### src/core/mcsr_pkg.sv
// Constants and carrier types for the core special register block.
// Assumes an APB master with 32-bit data and word-aligned addresses.
package mcsr_pkg;

    // APB address width; register byte address is four times the index.
    localparam int unsigned MCSR_ADDR_W = 10;

    // Register indices, as printed; byte address = index * 4.
    localparam logic [7:0] MCSR_IDX_SP    = 8'h81;
    localparam logic [7:0] MCSR_IDX_DPL0  = 8'h82;
    localparam logic [7:0] MCSR_IDX_DPH0  = 8'h83;
    localparam logic [7:0] MCSR_IDX_SECOND_PTR_LOW  = 8'h84;
    localparam logic [7:0] MCSR_IDX_SECOND_PTR_HIGH  = 8'h85;
    localparam logic [7:0] MCSR_IDX_CTRL  = 8'h87;
    localparam logic [7:0] MCSR_IDX_DPS   = 8'h92;
    localparam logic [7:0] MCSR_IDX_PAGED_DATA_UPPER_ADDR = 8'hc9;
    localparam logic [7:0] MCSR_IDX_PSW   = 8'hd0;
    localparam logic [7:0] MCSR_IDX_ACC   = 8'he0;
    localparam logic [7:0] MCSR_IDX_B     = 8'hf0;

    // Reset values.
    localparam logic [7:0]  MCSR_RST_BYTE  = 8'h00;
    localparam logic [7:0]  MCSR_RST_SP    = 8'h00;
    localparam logic [7:0]  MCSR_RST_PAGED_DATA_UPPER_ADDR = 8'h00;
    localparam logic [15:0] MCSR_RST_ACTIVE_DATA_POINTER  = 16'h0000;

    // Status word field positions.
    localparam int unsigned MCSR_PSW_CY  = 7;
    localparam int unsigned MCSR_PSW_AC  = 6;
    localparam int unsigned MCSR_PSW_F0  = 5;
    localparam int unsigned MCSR_PSW_RSH = 4;
    localparam int unsigned MCSR_PSW_RSL = 3;
    localparam int unsigned MCSR_PSW_OV  = 2;
    localparam int unsigned MCSR_PSW_F1  = 1;

    // Control register field positions; bits 1:0 always read zero.
    localparam int unsigned MCSR_CTL_BAUD = 7;
    localparam int unsigned MCSR_CTL_CWM  = 4;
    localparam logic [7:0]  MCSR_CTL_MASK = 8'hfc;
    localparam logic [7:0]  MCSR_DPS_MASK = 8'h01;

    // Hardware updates from the instruction core, same clock.
    typedef struct packed {
        logic        acc_we;
        logic [7:0]  acc;
        logic        b_we;
        logic [7:0]  b;
        logic        cy_we;
        logic        cy;
        logic        ac_we;
        logic        ac;
        logic        ov_we;
        logic        ov;
        logic        sp_push;
        logic        sp_pop;
        logic        dp_we;
        logic [15:0] dp;
    } mcsr_core_s;

endpackage

### src/core/mcsr_core_regs.sv
// Core special registers: operand registers, status word, stack top,
// dual data pointers, paged-data page and control, behind an APB slave.
// Assumes the instruction core sits on the same clock as the APB bus.
`timescale 1ns/1ns
module mcsr_core_regs
    import mcsr_pkg::*;
(
    // Clock, reset and freeze.
    input  wire logic                   i_clk_sys,
    input  wire logic                   i_nrst,
    input  wire logic                   i_ce,
    // APB slave.
    input  wire logic                   i_psel,
    input  wire logic                   i_penable,
    input  wire logic                   i_pwrite,
    input  wire logic [MCSR_ADDR_W-1:0] i_paddr,
    input  wire logic [31:0]            i_pwdata,
    input  wire logic [3:0]             i_pstrb,
    output logic      [31:0]            o_prdata,
    output logic                        o_pready,
    output logic                        o_pslverr,
    // Instruction core side.
    input  mcsr_core_s                  i_core,
    input  wire logic [7:0]             i_ri_val,
    input  wire logic [2:0]             i_reg_sel,
    // Register views and derived addresses.
    output logic      [7:0]             o_acc,
    output logic      [7:0]             o_b,
    output logic      [7:0]             o_psw,
    output logic      [7:0]             o_sp,
    output logic      [7:0]             o_stack_addr,
    output logic      [15:0]            o_active_data_pointer,
    output logic      [15:0]            o_paged_data_access_addr,
    output logic      [4:0]             o_reg_addr,
    output logic                        o_code_write_mode,
    output logic                        o_baud_doubler
);

    // Storage.
    logic [7:0]  acc_ff;
    logic [7:0]  b_ff;
    logic        par_ff;
    logic [7:1]  psw_ff;
    logic [7:0]  sp_ff;
    logic [15:0] dp0_ff;
    logic [15:0] dp1_ff;
    logic        dps_ff;
    logic [7:0]  ctl_ff;
    logic [7:0]  paged_data_upper_addr_ff;
    logic [31:0] prdata_ff;
    logic        pslverr_ff;

    // Next values.
    logic [7:0]  nxt_acc;
    logic [7:0]  nxt_b;
    logic [7:1]  nxt_psw;
    logic [7:0]  nxt_sp;
    logic [15:0] nxt_dp0;
    logic [15:0] nxt_dp1;

    // Bus decode.
    logic [7:0]  idx;
    logic        aligned;
    logic        setup;
    logic        wr_acc;
    logic        hit_sp;
    logic        hit_dpl0;
    logic        hit_dph0;
    logic        hit_second_ptr_low;
    logic        hit_second_ptr_high;
    logic        hit_ctl;
    logic        hit_dps;
    logic        hit_paged_data_upper_addr;
    logic        hit_psw;
    logic        hit_acc;
    logic        hit_b;
    logic        mapped;
    logic        wr_ok;
    logic [7:0]  wbyte;
    logic [7:0]  rbyte;
    logic [7:0]  psw_view;

    assign idx      = i_paddr[9:2];
    assign aligned  = (i_paddr[1:0] == 2'h0);
    assign setup    = i_psel & ~i_penable;
    assign wr_acc   = i_psel & i_penable & i_pwrite & ~pslverr_ff;
    assign wbyte    = i_pwdata[7:0];

    assign hit_sp    = aligned & (idx == MCSR_IDX_SP);
    assign hit_dpl0  = aligned & (idx == MCSR_IDX_DPL0);
    assign hit_dph0  = aligned & (idx == MCSR_IDX_DPH0);
    assign hit_second_ptr_low  = aligned & (idx == MCSR_IDX_SECOND_PTR_LOW);
    assign hit_second_ptr_high  = aligned & (idx == MCSR_IDX_SECOND_PTR_HIGH);
    assign hit_ctl   = aligned & (idx == MCSR_IDX_CTRL);
    assign hit_dps   = aligned & (idx == MCSR_IDX_DPS);
    assign hit_paged_data_upper_addr = aligned & (idx == MCSR_IDX_PAGED_DATA_UPPER_ADDR);
    assign hit_psw   = aligned & (idx == MCSR_IDX_PSW);
    assign hit_acc   = aligned & (idx == MCSR_IDX_ACC);
    assign hit_b     = aligned & (idx == MCSR_IDX_B);

    assign mapped = hit_sp | hit_dpl0 | hit_dph0 | hit_second_ptr_low | hit_second_ptr_high
                  | hit_ctl | hit_dps | hit_paged_data_upper_addr | hit_psw | hit_acc
                  | hit_b;

    // A write without lane 0 enabled stores nothing but is not an error.
    assign wr_ok = wr_acc & i_pstrb[0];

    // Parity lives in its own flop so the status view stays registered.
    assign psw_view = {psw_ff, par_ff};

    assign rbyte =
          hit_sp    ? sp_ff
        : hit_dpl0  ? dp0_ff[7:0]
        : hit_dph0  ? dp0_ff[15:8]
        : hit_second_ptr_low  ? dp1_ff[7:0]
        : hit_second_ptr_high  ? dp1_ff[15:8]
        : hit_ctl   ? (ctl_ff & MCSR_CTL_MASK)
        : hit_dps   ? {7'h00, dps_ff}
        : hit_paged_data_upper_addr ? paged_data_upper_addr_ff
        : hit_psw   ? psw_view
        : hit_acc   ? acc_ff
        : hit_b     ? b_ff
        : 8'h00;

    // Core updates win over a bus write in the same cycle, because the
    // core owns instruction results and must never lose one.
    always_comb begin
        nxt_acc = acc_ff;
        if (i_core.acc_we) begin
            nxt_acc = i_core.acc;
        end else if (wr_ok && hit_acc) begin
            nxt_acc = wbyte;
        end
    end

    always_comb begin
        nxt_b = b_ff;
        if (i_core.b_we) begin
            nxt_b = i_core.b;
        end else if (wr_ok && hit_b) begin
            nxt_b = wbyte;
        end
    end

    always_comb begin
        nxt_psw = psw_ff;
        if (wr_ok && hit_psw) begin
            nxt_psw = wbyte[7:1];
        end
        if (i_core.cy_we) begin
            nxt_psw[MCSR_PSW_CY] = i_core.cy;
        end
        if (i_core.ac_we) begin
            nxt_psw[MCSR_PSW_AC] = i_core.ac;
        end
        if (i_core.ov_we) begin
            nxt_psw[MCSR_PSW_OV] = i_core.ov;
        end
    end

    // A push bumps the pointer first, so the store lands at sp+1 and the
    // pointer then names the newest byte; a pop reads at sp then drops.
    always_comb begin
        nxt_sp = sp_ff;
        if (i_core.sp_push && !i_core.sp_pop) begin
            nxt_sp = sp_ff + 8'h01;
        end else if (i_core.sp_pop && !i_core.sp_push) begin
            nxt_sp = sp_ff - 8'h01;
        end else if (wr_ok && hit_sp) begin
            nxt_sp = wbyte;
        end
    end

    // Only the selected pointer takes 16-bit core loads.
    always_comb begin
        nxt_dp0 = dp0_ff;
        if (i_core.dp_we && !dps_ff) begin
            nxt_dp0 = i_core.dp;
        end else if (wr_ok && hit_dpl0) begin
            nxt_dp0[7:0] = wbyte;
        end else if (wr_ok && hit_dph0) begin
            nxt_dp0[15:8] = wbyte;
        end
    end

    always_comb begin
        nxt_dp1 = dp1_ff;
        if (i_core.dp_we && dps_ff) begin
            nxt_dp1 = i_core.dp;
        end else if (wr_ok && hit_second_ptr_low) begin
            nxt_dp1[7:0] = wbyte;
        end else if (wr_ok && hit_second_ptr_high) begin
            nxt_dp1[15:8] = wbyte;
        end
    end

    // Operand registers and status word.
    always_ff @(posedge i_clk_sys or negedge i_nrst) begin
        if (!i_nrst) begin
            acc_ff <= MCSR_RST_BYTE;
            b_ff   <= MCSR_RST_BYTE;
            par_ff <= 1'b0;
            psw_ff <= 7'h00;
        end else if (i_ce) begin
            acc_ff <= nxt_acc;
            b_ff   <= nxt_b;
            par_ff <= ^nxt_acc;
            psw_ff <= nxt_psw;
        end
    end

    // Stack top and data pointers.
    always_ff @(posedge i_clk_sys or negedge i_nrst) begin
        if (!i_nrst) begin
            sp_ff  <= MCSR_RST_SP;
            dp0_ff <= MCSR_RST_ACTIVE_DATA_POINTER;
            dp1_ff <= MCSR_RST_ACTIVE_DATA_POINTER;
        end else if (i_ce) begin
            sp_ff  <= nxt_sp;
            dp0_ff <= nxt_dp0;
            dp1_ff <= nxt_dp1;
        end
    end

    // Software-only control registers.
    always_ff @(posedge i_clk_sys or negedge i_nrst) begin
        if (!i_nrst) begin
            dps_ff   <= 1'b0;
            ctl_ff   <= MCSR_RST_BYTE;
            paged_data_upper_addr_ff <= MCSR_RST_PAGED_DATA_UPPER_ADDR;
        end else if (i_ce && wr_ok) begin
            if (hit_dps) begin
                dps_ff <= wbyte[0];
            end
            if (hit_ctl) begin
                ctl_ff <= wbyte & MCSR_CTL_MASK;
            end
            if (hit_paged_data_upper_addr) begin
                paged_data_upper_addr_ff <= wbyte;
            end
        end
    end

    // Read data and error are captured in the setup phase so the access
    // phase can answer at once from flops; a core update landing in that
    // one setup cycle is seen by the next read, not this one.
    always_ff @(posedge i_clk_sys or negedge i_nrst) begin
        if (!i_nrst) begin
            prdata_ff  <= 32'h0000_0000;
            pslverr_ff <= 1'b0;
        end else if (i_ce && setup) begin
            prdata_ff  <= i_pwrite ? 32'h0000_0000 : {24'h00_0000, rbyte};
            pslverr_ff <= ~mapped;
        end
    end

    // Bus answers.
    assign o_prdata  = prdata_ff;
    assign o_pready  = i_psel & i_penable & i_ce;
    assign o_pslverr = i_psel & i_penable & pslverr_ff;

    // Register views.
    assign o_acc = acc_ff;
    assign o_b   = b_ff;
    assign o_psw = psw_view;
    assign o_sp  = sp_ff;

    // Push address is the incremented pointer; pop reads at the pointer.
    assign o_stack_addr = i_core.sp_push ? (sp_ff + 8'h01) : sp_ff;

    assign o_active_data_pointer = dps_ff ? dp1_ff : dp0_ff;

    // Page byte on top, R0/R1 content below: one 256-byte page.
    assign o_paged_data_access_addr = {paged_data_upper_addr_ff, i_ri_val};

    // Bank bits pick one eight-byte group in the lowest 32 RAM bytes.
    assign o_reg_addr = {psw_ff[MCSR_PSW_RSH:MCSR_PSW_RSL], i_reg_sel};

    assign o_code_write_mode = ctl_ff[MCSR_CTL_CWM];
    assign o_baud_doubler    = ctl_ff[MCSR_CTL_BAUD];

endmodule

### config.mk
export PLATFORM = sky130hd
export DESIGN_NAME = mcsr_core_regs
export DESIGN_NICKNAME = d
export VERILOG_FILES = /design/src/core/mcsr_pkg.sv /design/src/core/mcsr_core_regs.sv
export SDC_FILE = /design/constraint.sdc
export NUM_CORES = 1
export LEC_CHECK = 0
export BUFFER_PORTS_ARGS = -buffer_cell sky130_fd_sc_hd__buf_2
export CAP_MARGIN = 20
export CORE_MARGIN = 2
export CORE_UTILIZATION = 25
export CTS_CLUSTER_DIAMETER = 120
export DETAILED_ROUTE_END_ITERATION = 16
export HOLD_SLACK_MARGIN = 0.1
export REMOVE_ABC_BUFFERS = 1
export SYNTH_ARGS = -nofsm -noshare
export SYNTH_HDL_FRONTEND = slang
export SYNTH_SLANG_ARGS = --single-unit
### constraint.sdc
create_clock -name i_clk_sys -period 3.13 [get_ports i_clk_sys]
set_input_delay 0.626 -clock i_clk_sys [delete_from_list [all_inputs] [get_ports i_clk_sys]]
set_output_delay 0.626 -clock i_clk_sys [all_outputs]
set_load 0.01 [all_outputs]
Word level (Yosys, flattened, before mapping). Index checks and enable logic that the tools add are counted.

Add/sub/neg operators: 2. Multiplexer cells: 33. Reduce and logical (&&, ||, !) cells: 41. Bitwise logic cells: 31. Equality and inequality tests: 13.

Operators by type and width (number): two-way mux 8 bit (26); equality test 8 bit (second input constant) (11); two-way mux 16 bit (3); AND reduction 2 bit (11); AND 1 bit (18); nonzero test 2 bit (8); logical AND 1 bit (14); OR 1 bit (10); adder 8 x 1 -> 8 bit (second input constant) (1); XOR reduction 8 bit (1); subtractor 8 x 1 -> 8 bit (second input constant) (1); two-way mux 7 bit (1); AND reduction 3 bit (2); != test 2 bit (second input constant) (2); zero test 1 bit (3); two-way mux 1 bit (3); inverter 1 bit (3); nonzero test 3 bit (1); zero test 2 bit (1).

Register bits: 112. Output and inout bits: 113. Logic and storage cells: 137.

Longest topological paths before layout.
Word-level depth: 14. Mapped depth: 8. Gate-level depth less buffers: 8.

Least setup slack after synthesis. No wires, ideal clock.

Path kind: input to register. From: in i_paddr[1]. To: reg sp_ff[6] (netlist: o_sp[6]). Path slack: 0.943 ns. Path buffers: 1. Data arrival time: 2.035 ns. Data required time: 2.979 ns. Stages: 7. Path through: nor4b_4 -> nand4_1 -> o21ai_2 -> nand2_1 -> buf_2 -> o21ai_0 -> o311ai_0.

Longest elaborated chain between the ends: 5.

RTL lines: from (decl) (line mcsr_core_regs.sv:16) `input wire logic [MCSR_ADDR_W-1:0] i_paddr,`; zero test 2 bit (line mcsr_core_regs.sv:84) `assign aligned = (i_paddr[1:0] == 2'h0);`; AND 1 bit (line mcsr_core_regs.sv:89) `assign hit_sp = aligned & (idx == MCSR_IDX_SP);`; logical AND 1 bit (line mcsr_core_regs.sv:169) `end else if (wr_ok && hit_sp) begin`; nonzero test 3 bit (no line); AND reduction 2 bit (no line); to (signal assigned) (line mcsr_core_regs.sv:219) `sp_ff <= nxt_sp;`; to (decl) (line mcsr_core_regs.sv:44) `logic [7:0] sp_ff;`.

Every way passes these cells. A chain may end at the register's enable or synchronous reset.

Worst setup path in the final report.
From: reg dps_ff. To: out o_active_data_pointer[13].

Longest elaborated chain between the ends: 1.

RTL lines: from (decl) (line mcsr_core_regs.sv:47) `logic dps_ff;`; from (signal assigned) (line mcsr_core_regs.sv:233) `dps_ff <= wbyte[0];`; two-way mux 16 bit (line mcsr_core_regs.sv:271) `assign o_active_data_pointer = dps_ff ? dp1_ff : dp0_ff;`; to (decl) (line mcsr_core_regs.sv:32) `output logic [15:0] o_active_data_pointer,`.

Every way passes these cells.

==> out/qor.txt <==
Die height: 160 um
Cts repair resizes: 0
Slew Limit Fails: 0
GP Congestion: 0.908
Dpl hpwl: 16.3 mm
Setup TNS: 0 ps
Final period util: 83.6%
RSZ-0062 raised after global routing: no
Final instance area: 7260 um2
Bufs on Longest Clock Path: 2
Via Count: 5778
Leak: 3.26 nW
Die X: 160 um
Final net count: 932
Area after DPL: 6980 um2
Worst hold slack: 288 ps
Relative slew margins: 47.6%
Cell area after synthesis: 6060 um2
Vias in the first global route: 5585
N_diodes: 0
Run status: completed
Std cell rows: 56
Top FF cell, synth: dfrtp_1
# fillers: 2555
Period minus WS final: 2620 ps
Initial Utilization: 25.7%
CTS tree: done
Critical Path RT: 2500 ps
Synthesized instance count: 706
Hold_buf cts: 0
Max-Cap Viols: 0
Slowest cell on the critical path: dfrtp_1
Worst Path Buf+Inv: 2
Number of flops mapped to enable cells by yosys: 0
GR Overflow Total: 0
First-pass GRT wire length: 32.9 mm
Antenna violations before repair: 0
FMAX: 382 MHz
Worst slew pin tran: 786 ps
Worst Setup End Kind: output pin
Tot GR Track Use: 16.8%
IO Port Bufs: 145
Drt first pass iters: 5
Cell area power density: 465 nW/um2
VDD IR max: 0.000240 V
Synth Warn #: 0
Die ar.: 25500 um2
Area growth syn-to-layout: 19.8%
H-Tree Depth: 3
Critical-path cell list: buf_4, mux2_2, buf_2
Initial DRC count: 449
Slowest stage delay, CP: 850 ps
Async S/R FF share, synth: 100%
# clock sinks: 88
DRT antenna net count: 0
RR Startpoint: dps_ff
TritonCTS buffer count: 9
Core Area: 23600 um2
Layout cells sized above 1: 29.1%
Worst-path clk slew: 70 ps
WL/cell: 18.9 um
Seq/Total Area, Yosys: 36.3%
Synthesized flop and latch total: 88
DRC viols: 0
Data arrival time of the critical path: 1990 ps
Vias per cell: 5.04
Root buffer cell: clkbuf_16
Final hold vios: 0
Clk_lat worst skew: 360 ps
Crit path max-delay family: flip-flops
Hold Crit Class: input port to asynchronous set/reset pin
Post-synthesis cell type count: 62
Avg Inst Size Synth: 8.58 um2
Crit-path max FO: 16
Origin of the worst setup path: dps_ff
Post-CTS setup buffers: 0
Routed wire length: 21.7 mm
Largest net degree at the start of global routing: 46
Num ports: 219
Type of the worst setup path: flip-flop to output pin
CP Launch Type: flip-flop
Setup Skew: 10.3 ps
Final setup fails: 0
## metrics by stage
step / total power [W] / worst slack [ps] / std cells / util (%)
6_report: 0.00337 / 514 / 1146 / 30.7
5_1_grt: 0.00355 / 365 / 1146 / 30.7
4_1_cts: 0.00342 / 468 / 1146 / 30.7
3_5_place_dp: 0.00235 / 441 / 1130 / 29.6
3_3_place_gp: 0.00234 / 469 / 1130 / 29.6
2_1_floorplan: 0.00189 / 851 / 642 / -
## placed cells by master (no fill, tap or decap), types with 10 or more instances in the layout
master | synthesis | final
and2_1 | 10 | 10
a22o_1 | 14 | 14
nand2_1 | 40 | 40
nor2_1 | 71 | 71
buf_2 | 7 | 144
nor3_1 | 11 | 11
dfrtp_1 | 88 | 88
nand3_1 | 10 | 10
mux2_2 | 42 | 42
buf_4 | 38 | 24
a22oi_1 | 12 | 12
xnor2_1 | 20 | 20
mux2i_1 | 17 | 17
inv_1 | 12 | 12
conb_1 | 1 | 24
nor2b_1 | 14 | 14
o21ai_0 | 30 | 30
a21oi_1 | 112 | 112
## flip-flops by register name (all words and copies together) (netlist names)
signal	cells
par_ff	1
dp1_ff	16
o_sp	8
pslverr_ff	1
paged_data_upper_addr_ff	8
o_b	8
o_acc	8
o_prdata	8
ctl_ff	6
dps_ff	1
psw_ff	7
dp0_ff	16
## cells in the mapped netlist (2+ instances only)
cell type	n	area (um2)
buf_2	7	35.0
nor2_1	71	267
and4b_1	2	20.0
nand2_1	40	150
o22a_1	6	52.6
dfrtp_1	88	2200
mux2_2	42	473
clkinv_1	2	7.51
o31a_1	2	17.5
o311ai_0	2	17.5
a21oi_1	112	561
a211oi_1	3	22.5
a2bb2oi_1	6	52.6
a22o_1	14	123
nor2_2	3	18.8
nor3_1	11	55.1
xor2_1	7	61.3
clkbuf_1	33	124
o32ai_1	2	17.5
a22oi_1	12	90.1
nand4_1	7	43.8
o2bb2ai_1	2	17.5
nand3_1	10	50.1
nand2b_1	8	50.1
ha_1	4	50.1
or3_1	3	18.8
inv_1	12	45.0
buf_1	8	30.0
o22ai_1	9	56.3
nand3b_1	3	22.5
and2_1	10	62.6
o21ai_0	30	150
mux2i_1	17	170
and3_1	9	56.3
o31ai_1	5	37.5
buf_4	38	285
a21oi_2	2	17.5
xnor2_1	20	175
nor2b_1	14	87.6
or2_2	3	18.8
a221o_1	2	20.0
a31oi_1	5	31.3
## per-layer routing
metal  up-vias  GRT usage (%)  wire length [um]
li1       2699              -                 -
met1      2746           22.2              9260
met2       296           26.7              9980
met3        37           4.31              1880
met4         0           5.87               585
met5         -              0                 0
## final timing paths
path / cells after the start / end / slack (ps)
min in group i_clk_sys: 2 / o_prdata[7] / 490
min reg2reg: 2 / o_prdata[7] / 490
max in group asynchronous: 2 / o_sp[5] / 2180
min: 1 / ctl_ff[5] / 290
max reg2reg: 4 / dp1_ff[15] / 1110
max: 3 / o_active_data_pointer[13] / 510
## power by group
part           switching (W)  internal, W  leakage, nW
logic               0.000519     0.000404         2.01
registers           0.000160      0.00124         1.11
clock network       0.000501     0.000546        0.137
total                0.00118      0.00219         3.26
## logic make-up (layout without fill, tap and decap cells)
group / Yosys count / in the layout / synth area share (%)
flops: 88 / 88 / 36.3
compound gates: 222 / 222 / 22.2
fa+ha+maj: 4 / 4 / 0.826
other cells: 1 / 24 / 0.0619
xor+xnor: 27 / 27 / 3.90
simple gates: 204 / 204 / 17.1
mux: 59 / 59 / 10.6
buf+inv: 101 / 199 / 8.88
## worst register-to-register path, cell delays in order (launching register included)
cell	delay, ps
dfrtp_1	850
and2_1	680
nor2_1	130
a21oi_1	160
a21oi_1	80
## cell type report
cell class	instances	area [um2]	area share, %
inverter	14	52.6	0.724
sequential	88	2200	30.3
timing repair buffer	169	921	12.7
tap	319	399	5.50
clock inverter	7	52.6	0.724
multi-input combinational	540	3400	46.9
clock buffer	9	225	3.10
Note: power is estimated with default switching activity, not from simulation.
